--- config.mk ---
export PLATFORM = sky130hd
export DESIGN_NAME = pyro_motion_engine_control
export DESIGN_NICKNAME = d
export VERILOG_FILES = /design/src/conv_timer.v /design/src/sync2.v /design/src/pyro_motion_engine_control.v
export VERILOG_INCLUDE_DIRS = /design/src
export SDC_FILE = /design/constraint.sdc
export NUM_CORES = 1
export LEC_CHECK = 0
export ABC_AREA = 1
export BUFFER_PORTS_ARGS = -buffer_cell sky130_fd_sc_hd__buf_4
export CAP_MARGIN = 20
export CORE_UTILIZATION = 60
export DETAILED_ROUTE_END_ITERATION = 12
export GPL_ROUTABILITY_DRIVEN = 0
export HOLD_SLACK_MARGIN = 0.02
export MAX_ROUTING_LAYER = met4
export PLACE_DENSITY = 0.81
export SLEW_MARGIN = 20
export SYNTH_ARGS = -nofsm -noshare
export SYNTH_HDL_FRONTEND = slang
export SYNTH_SLANG_ARGS = --single-unit
--- constraint.sdc ---
create_clock -name clk_in -period 6.25 [get_ports clk_in]
set_input_delay 1.25 -clock clk_in [delete_from_list [all_inputs] [get_ports clk_in]]
set_output_delay 1.25 -clock clk_in [all_outputs]
set_load 0.03 [all_outputs]
--- src/pyro_motion_defines.vh ---
// constants for the pyro motion engine control block
//
// Contract
// - first sensor input pin is dedicated to the sensor adc channel only
// - dual mode takes second sensor input for sensor two, alternate functions lost
// - engine enabled drives external reference pin as reference output; code drives it only with the big package bit set
// - dual mode releases external reference pin to the application
// - init routine switches every involved pin to the mode's function
// - adc differential buffered, sensor one plus, reference minus in single mode
// - dual mode puts sensor two on minus input, reference only internal
// - two-bit extended detection field in bits 7..6 selects sensitivity 0..3
// - higher extended level gives range setting less influence
// - enable pattern clears disabled bit; disable pattern sets it, engine idles
// - frequency response field 0..12; higher accepts lower frequencies
// - scan rate 0 converts continuously, new start every 256 clocks
// - every completed conversion raises an interrupt serviced by the routine
// - scan rate 1 uses single shots of 5129 clocks each
// - low rate keeps converter powered down between conversions
// - interference immunity disabled while low scan rate selected
// - scan rate change suppresses motion detection for up to 200 ms
`ifndef PYRO_MOTION_DEFINES_VH
`define PYRO_MOTION_DEFINES_VH

// register indices (byte address = 4 * index)
`define ADDR_W            12
`define REG_SC0_IDX       12'h102
`define REG_RANGE_IDX     12'h104
`define REG_FREQ_IDX      12'h105
`define REG_ENABLE_IDX    12'h106
`define REG_CONV_CTL_IDX  12'h107
`define REG_PIN_IDX       12'h108
`define REG_RESULT_IDX    12'h109

// status/control 0 fields
`define SC0_EXT_HI        7
`define SC0_EXT_LO        6
`define SC0_DISABLED      5
`define SC0_RESET         8'h20

// frequency/rate register fields
`define FR_FREQ_HI        6
`define FR_FREQ_LO        3
`define FR_SCAN_RATE      2
`define FREQ_MAX          4'hC
`define FR_RESET          8'h00

// converter control: start bit
`define CC_START          7

// pattern values written to the enable register (arbitrary)
`define ENGINE_ON_PATTERN  8'hA5
`define ENGINE_OFF_PATTERN 8'h5A

// pin control register bits
`define PIN_DUAL          0
`define PIN_BIG_PKG       1
`define PIN_INIT          2

// timing
`define CLK_MHZ           200
`define NORMAL_PERIOD_CLK 256
`define SINGLE_SHOT_CLK   5129
`define SUPPRESS_MS       200
`define SUPPRESS_CLK      (`SUPPRESS_MS * 1000 * `CLK_MHZ)

`endif

--- src/conv_timer.v ---
// conversion pacing timer: continuous or single shot
`timescale 1ns/1ps
`include "pyro_motion_defines.vh"
module conv_timer #(
    parameter NORMAL_CLK = `NORMAL_PERIOD_CLK,
    parameter SHOT_CLK   = `SINGLE_SHOT_CLK
) (
    input  wire        clk_in,
    input  wire        sys_rst_in,
    input  wire        run_in,
    input  wire        low_rate_in,
    input  wire        start_in,
    output reg         done_out,
    output reg         busy_out,
    output reg         power_out
);
    reg [12:0] cnt_r;
    reg        low_q_r; // rate seen last cycle

    // counts a conversion; restarts itself only in normal rate
    always @(posedge clk_in or posedge sys_rst_in) begin
        if (sys_rst_in) begin
            cnt_r     <= 13'h0000;
            done_out  <= 1'b0;
            busy_out  <= 1'b0;
            power_out <= 1'b0;
            low_q_r   <= 1'b0;
        end else begin
            done_out <= 1'b0;
            low_q_r  <= low_rate_in;
            if (!run_in) begin
                cnt_r     <= 13'h0000;
                busy_out  <= 1'b0;
                power_out <= 1'b0;
            end else if (!low_rate_in) begin
                power_out <= 1'b1;
                busy_out  <= 1'b1;
                if (cnt_r >= NORMAL_CLK[12:0] - 13'h0001) begin
                    cnt_r    <= 13'h0000;
                    done_out <= 1'b1;
                end else begin
                    cnt_r <= cnt_r + 13'h0001;
                end
            end else if (busy_out && low_q_r) begin
                // first low-rate cycle drops the free run: no shot without a start
                if (cnt_r >= SHOT_CLK[12:0] - 13'h0001) begin
                    cnt_r     <= 13'h0000;
                    busy_out  <= 1'b0;
                    power_out <= 1'b0;
                    done_out  <= 1'b1;
                end else begin
                    cnt_r <= cnt_r + 13'h0001;
                end
            end else begin
                cnt_r     <= 13'h0000;
                power_out <= start_in;
                busy_out  <= start_in;
            end
        end
    end
endmodule // conv_timer

--- src/sync2.v ---
// two flip-flop synchroniser for pin inputs
`timescale 1ns/1ps
module sync2 #(
    parameter W = 1
) (
    input  wire         clk_in,
    input  wire         sys_rst_in,
    input  wire [W-1:0] d_in,
    output reg  [W-1:0] q_out
);
    reg [W-1:0] meta_r;

    // first stage is read only by the second
    always @(posedge clk_in or posedge sys_rst_in) begin
        if (sys_rst_in) begin
            meta_r <= {W{1'b0}};
            q_out  <= {W{1'b0}};
        end else begin
            meta_r <= d_in;
            q_out  <= meta_r;
        end
    end
endmodule // sync2

--- src/pyro_motion_engine_control.v ---
// pyro motion engine control: registers, pin routing, conversion pacing
//
// Implementation choice: the strobed register port.
`timescale 1ns/1ps
`include "pyro_motion_defines.vh"
module pyro_motion_engine_control #(
    parameter SUPPRESS_CYCLES = `SUPPRESS_CLK
) (
    input  wire        clk_in,
    input  wire        sys_rst_in,
    input  wire [11:0] addr_in,
    input  wire [7:0]  wdata_in,
    input  wire        wr_in,
    input  wire        rd_in,
    output reg  [7:0]  rdata_out,
    input  wire        motion_raw_in,
    output reg         conv_irq_out,
    output reg         adc_power_out,
    output reg         adc_diff_buf_out,
    output reg         adc_pos_sel_out,
    output reg         adc_neg_sel_out,
    output reg         vref_int_en_out,
    output reg         first_sensor_ana_out,
    output reg         second_sensor_ana_out,
    output reg         vref_pin_oe_out,
    output reg         vref_pin_app_out,
    output reg         emi_immune_out,
    output reg         motion_detected_out,
    output reg  [1:0]  range_weight_out,
    output reg  [3:0]  freq_resp_out
);
    // ************************************************************
    // state and declarations
    // ************************************************************
    localparam ST_OFF  = 3'b001;
    localparam ST_RUN  = 3'b010;
    localparam ST_STOP = 3'b100;

    reg  [2:0]  state_r;
    reg  [2:0]  state_nxt;
    reg  [1:0]  ext_level_r;
    reg         disabled_r;
    reg  [1:0]  range_r;
    reg  [3:0]  freq_r;
    reg         low_rate_r;
    reg         start_req_r;
    reg         dual_r;
    reg         big_pkg_r;
    reg         pin_dual_r;
    reg         pin_big_r;
    reg         off_req_r;
    reg  [7:0]  result_r;
    reg  [31:0] suppress_r;
    reg         motion_flag_r;
    wire        motion_sync;
    wire        conv_done;
    wire        conv_busy;
    wire        conv_power;
    wire        run;

    // ************************************************************
    // address decode
    // ************************************************************
    function is_reg;
        input [11:0] a;
        input [11:0] idx;
        begin
            is_reg = (a == idx);
        end
    endfunction

    assign run = (state_r == ST_RUN);

    // ************************************************************
    // engine state machine
    // ************************************************************
    always @* begin
        state_nxt = state_r;
        case (state_r)
            ST_OFF:  begin
                if (wr_in && is_reg(addr_in, `REG_ENABLE_IDX)
                    && wdata_in == `ENGINE_ON_PATTERN) begin
                    state_nxt = ST_RUN;
                end
            end
            ST_RUN:  begin
                // the off request is seen at the next completed conversion
                if (off_req_r && conv_done) begin
                    state_nxt = ST_STOP;
                end
            end
            ST_STOP: begin
                state_nxt = ST_OFF;
            end
            default: begin
                state_nxt = ST_OFF;
            end
        endcase
    end

    // ************************************************************
    // register writes and engine status
    // ************************************************************
    always @(posedge clk_in or posedge sys_rst_in) begin
        if (sys_rst_in) begin
            state_r     <= ST_OFF;
            ext_level_r <= 2'h0;
            disabled_r  <= 1'b1;
            range_r     <= 2'h0;
            freq_r      <= 4'h0;
            low_rate_r  <= 1'b0;
            start_req_r <= 1'b0;
            dual_r      <= 1'b0;
            big_pkg_r   <= 1'b0;
            pin_dual_r  <= 1'b0;
            pin_big_r   <= 1'b0;
            off_req_r   <= 1'b0;
            suppress_r  <= 32'h0000_0000;
        end else begin
            state_r     <= state_nxt;
            start_req_r <= 1'b0;
            if (state_r == ST_OFF && state_nxt == ST_RUN) begin
                disabled_r <= 1'b0;
                off_req_r  <= 1'b0;
                pin_dual_r <= dual_r;
                pin_big_r  <= big_pkg_r;
            end
            if (state_r == ST_STOP) begin
                disabled_r <= 1'b1;
                off_req_r  <= 1'b0;
            end
            if (wr_in) begin
                if (is_reg(addr_in, `REG_SC0_IDX)) begin
                    ext_level_r <= wdata_in[`SC0_EXT_HI:`SC0_EXT_LO];
                end
                if (is_reg(addr_in, `REG_RANGE_IDX)) begin
                    range_r <= wdata_in[1:0];
                end
                if (is_reg(addr_in, `REG_FREQ_IDX)) begin
                    // values above twelve are clipped
                    freq_r <= (wdata_in[`FR_FREQ_HI:`FR_FREQ_LO] > `FREQ_MAX)
                              ? `FREQ_MAX : wdata_in[`FR_FREQ_HI:`FR_FREQ_LO];
                    low_rate_r <= wdata_in[`FR_SCAN_RATE];
                    if (run && wdata_in[`FR_SCAN_RATE] != low_rate_r) begin
                        suppress_r <= SUPPRESS_CYCLES;
                    end
                end
                if (is_reg(addr_in, `REG_ENABLE_IDX)
                    && wdata_in == `ENGINE_OFF_PATTERN && run) begin
                    off_req_r <= 1'b1;
                end
                if (is_reg(addr_in, `REG_CONV_CTL_IDX)) begin
                    start_req_r <= wdata_in[`CC_START] & low_rate_r;
                end
                if (is_reg(addr_in, `REG_PIN_IDX)) begin
                    dual_r    <= wdata_in[`PIN_DUAL];
                    big_pkg_r <= wdata_in[`PIN_BIG_PKG];
                    if (wdata_in[`PIN_INIT] && run) begin
                        pin_dual_r <= wdata_in[`PIN_DUAL];
                        pin_big_r  <= wdata_in[`PIN_BIG_PKG];
                    end
                end
            end
            if (!(wr_in && is_reg(addr_in, `REG_FREQ_IDX)) && suppress_r != 32'h0000_0000) begin
                suppress_r <= suppress_r - 32'h0000_0001;
            end
        end
    end

    // ************************************************************
    // conversion pacing and motion input
    // ************************************************************
    conv_timer u_timer (
        .clk_in      (clk_in),
        .sys_rst_in  (sys_rst_in),
        .run_in      (run),
        .low_rate_in (low_rate_r),
        .start_in    (start_req_r),
        .done_out    (conv_done),
        .busy_out    (conv_busy),
        .power_out   (conv_power)
    );

    sync2 #(.W(1)) u_sync (
        .clk_in     (clk_in),
        .sys_rst_in (sys_rst_in),
        .d_in       (motion_raw_in),
        .q_out      (motion_sync)
    );

    // ************************************************************
    // conversion result and motion flag
    // ************************************************************
    always @(posedge clk_in or posedge sys_rst_in) begin
        if (sys_rst_in) begin
            result_r      <= 8'h00;
            motion_flag_r <= 1'b0;
        end else begin
            if (conv_done && run) begin
                result_r <= result_r + 8'h01;
                // suppressed during a rate change
                motion_flag_r <= motion_sync && (suppress_r == 32'h0000_0000);
            end
        end
    end

    // ************************************************************
    // registered outputs: pins, adc routing, status
    // ************************************************************
    always @(posedge clk_in or posedge sys_rst_in) begin
        if (sys_rst_in) begin
            conv_irq_out          <= 1'b0;
            adc_power_out         <= 1'b0;
            adc_diff_buf_out      <= 1'b0;
            adc_pos_sel_out       <= 1'b0;
            adc_neg_sel_out       <= 1'b0;
            vref_int_en_out       <= 1'b0;
            first_sensor_ana_out  <= 1'b0;
            second_sensor_ana_out <= 1'b0;
            vref_pin_oe_out       <= 1'b0;
            vref_pin_app_out      <= 1'b1;
            emi_immune_out        <= 1'b0;
            motion_detected_out   <= 1'b0;
            range_weight_out      <= 2'h0;
            freq_resp_out         <= 4'h0;
        end else begin
            conv_irq_out          <= conv_done && run;
            adc_power_out         <= conv_power;
            adc_diff_buf_out      <= run;
            adc_pos_sel_out       <= 1'b0;
            adc_neg_sel_out       <= run && pin_dual_r;
            vref_int_en_out       <= run;
            first_sensor_ana_out  <= 1'b1;
            second_sensor_ana_out <= run && pin_dual_r;
            vref_pin_oe_out       <= run && pin_big_r && !pin_dual_r;
            vref_pin_app_out      <= !(run && pin_big_r && !pin_dual_r);
            emi_immune_out        <= run && !low_rate_r;
            motion_detected_out   <= motion_flag_r && run && (suppress_r == 32'h0000_0000);
            range_weight_out      <= (ext_level_r >= range_r) ? 2'h0 : range_r - ext_level_r;
            freq_resp_out         <= freq_r;
        end
    end

    // ************************************************************
    // read port: data in the cycle after the strobe
    // ************************************************************
    always @(posedge clk_in or posedge sys_rst_in) begin
        if (sys_rst_in) begin
            rdata_out <= 8'h00;
        end else if (rd_in) begin
            case (addr_in)
                `REG_SC0_IDX:      rdata_out <= {ext_level_r, disabled_r, 3'h0,
                                                 motion_flag_r, 1'b0};
                `REG_RANGE_IDX:    rdata_out <= {6'h00, range_r};
                `REG_FREQ_IDX:     rdata_out <= {1'b0, freq_r, low_rate_r, 2'h0};
                `REG_CONV_CTL_IDX: rdata_out <= {conv_busy, 7'h00};
                `REG_PIN_IDX:      rdata_out <= {5'h00, 1'b0, pin_big_r, pin_dual_r};
                `REG_RESULT_IDX:   rdata_out <= result_r;
                default:           rdata_out <= 8'h00;
            endcase
        end else begin
            rdata_out <= 8'h00;
        end
    end
endmodule // pyro_motion_engine_control

==> qor.csv <==
metric;value;unit
cts_tree;yes;
synth_cell_types;40;
die_h;96.90;um
yosys-top-cells-area;dfrtp_1, nand2_1, nor2_1, inv_1, nand3_1;
firstDrtPassIters;5;
p_leak;3.171;nW
start_kind;input port;
cts.reportedPaths.clkPinSlew;100;ps
layout-area-overhead-vs-synth;11.37;%
vias;4666;
cts.repair.resized;0;
synth_edf_count;0;
grt_overflow_total;0;
vdd_drop_max;0.1242;mV
die_area;9390;sq um
syn_area;5404;sq um
placed_area;5827;sq um
grtUsageMet1;33.79;%
power.switching;0.0003523;W
power_frac_seq;57.5;%
antenna_found_initial;0;
grt_setup_unrepaired;false;
die_w;96.90;um
endpoint_kind;flip-flop;
top_usage_layer;met2;
cts_sinks;101;
total_power;0.001228;W
wirelength;11.59;mm
fin_cells;870;
grt_pass1_wl;20.24;mm
clock_latency;370;ps
wire_per_inst;13.32;um
slew_headroom;40.57;%
numPortBuffers;49;
core-area;8721;sq um
hold_slack;362.3;ps
nNetsFinal;790;
max_freq;313.0;MHz
hold_path_class;reg2reg;
grt_util_met3;5.491;%
htree_num_levels;3;
post-cts-setup-buffer-count;0;
ys_seq_elements;101;
worst_pin_slew;891.5;ps
cts-buffers-inserted;9;
clk_path_buf_depth;2;
switching_share;28.68;%
skew;7.344;ps
syn_inst;708;
yosysMostFrequentCell;nand2_1;
dp.final_hpwl;8.659;mm
timing.critical_path.arrival;3440;ps
rows;34;
start_util;61.97;%
diodes;0;
dp.cells;854;
intPower;0.0008762;W
status;complete, no violations;
crit_required;6500;ps
finalMaxSlewViolations;0;
grtUsageMet2;44.58;%
drc_errors;0;
finalHoldViolations;0;
yosys-top-cells-count;nand2_1, nor2_1, dfrtp_1;
synth_top_area_share;45.38;%
fin_area;6018;sq um
first_global_vias;4531;
finalCriticalPeriod;3195;ps
synth_area_per_cell;7.633;sq um
synth_top_flop_cell;dfrtp_1;
drv_cap;0;
critPathKind;in2reg;
period_share;51.12;%
postCtsHoldBufs;0;
synth_nets;741;
ys_warn_count;0;
p_clk_share;32.7;%
synth.yosys.seq_area_share;46.84;%
ios;51;
grt_start_max_net_pins;75;
drtIter0Drc;324;
finalSetupViolations;0;
cp_max_fo;21;
antenna_left;0;
via_per_inst;5.363;
root_buffer;clkbuf_8;
p_per_area;204.1;nW/um^2
synth_top_area_cell;dfrtp_1;
fillers;678;
pwr-share-comb;9.8;%
layout-drive-gt1-share;13.78;%
finalSetupTns;0;ps
grt.total_usage;27.21;%
async_flop_share;100.0;%
[logic make-up (layout without fill, tap and decap cells)]
| family | count (synthesis) | after routing | synth area share, % |
|---|---|---|---|
| other cells | 2 | 2 | 0.1390 |
| compound gates | 59 | 59 | 6.298 |
| mux | 1 | 1 | 0.2084 |
| flops | 101 | 101 | 46.84 |
| buf+inv | 112 | 166 | 8.613 |
| xor+xnor | 22 | 22 | 3.566 |
| fa+ha+maj | 8 | 8 | 1.991 |
| simple gates | 403 | 403 | 32.35 |
[path summary, 6_finish.rpt]
path	to	slack, ps	depth (start not counted)	from
max	suppress_r[1]	3060	9	addr_in[5]
min	u_sync.q_out	360	0	u_sync.meta_r
max reg2reg	suppress_r[0]	3970	8	state_r[0]
min reg2reg	u_sync.q_out	360	0	u_sync.meta_r
max in group asynchronous	result_r[2]	4170	3	sys_rst_in
min in group asynchronous	first_sensor_ana_out	850	2	sys_rst_in
[state kept, by name, summed over array words and instances, names as in the netlist, 2 cells and up]
| register | count |
|---|---|
| ext_level_r | 2 |
| freq_r | 4 |
| freq_resp_out | 4 |
| range_r | 2 |
| range_weight_out | 2 |
| rdata_out | 8 |
| result_r | 8 |
| state_r | 3 |
| suppress_r | 32 |
| u_timer.cnt_r | 13 |
[layout by cell type (no fill, tap or decap), drive strengths merged, types with 6 or more instances in the layout]
| cell type | n |
|---|---|
| nand2 | 194 |
| nor2 | 115 |
| inv | 101 |
| dfrtp | 98 |
| nand3 | 56 |
| buf | 50 |
| o21ai | 39 |
| xor2 | 19 |
| nor3 | 19 |
| nand4 | 13 |
| a21oi | 11 |
| clkbuf | 9 |
| ha | 7 |
| o22ai | 6 |
[power by group through the flow]
stage / Combinational [W] / Clock (W) / Sequential (W)
after floorplan: 0.0000876 / 0 / 0.000712
after global placement: 0.000116 / 0 / 0.000716
after detailed placement: 0.000122 / 0 / 0.000717
after CTS: 0.000121 / 0.000406 / 0.000705
after global routing: 0.000140 / 0.000428 / 0.000709
final: 0.000121 / 0.000402 / 0.000706
[through the flow]
step,setup WS (ps),util (%)
after global placement,2791,66.81
final,3055,69.01
after floorplan,2358,-
after global routing,2811,69.01
after detailed placement,2667,66.81
after CTS,3074,69.01
[cell type report]
class                           count  area, sq um  area share (%)
Timing Repair Buffer               50        375.4           6.237
Tap cell                          108        135.1           2.245
Inverter                          100        377.9           6.279
Sequential cell                   101         2531           42.06
Clock inverter                      7        67.56           1.123
Clock buffer                        9        123.9           2.058
Multi-Input combinational cell    495         2407           40.00
[critical path, stage by stage]
cell      delay [ps]
buf_4            110
nor2_1            90
nand2_1          100
nor2_2           460
nand3_2          350
clkinv_1         130
nand2_1          440
nand2_1          390
o22ai_1          110
[routing by layer]
metal / share of wire [%] / vias up / wire [um]
li1: - / 2304 / -
met1: 42 / 2152 / 4896
met2: 48 / 186 / 5576
met3: 7.1 / 24 / 824
met4: 2.5 / 0 / 295
met5: 0 / - / 0
Power figures use the tool's default switching activity.
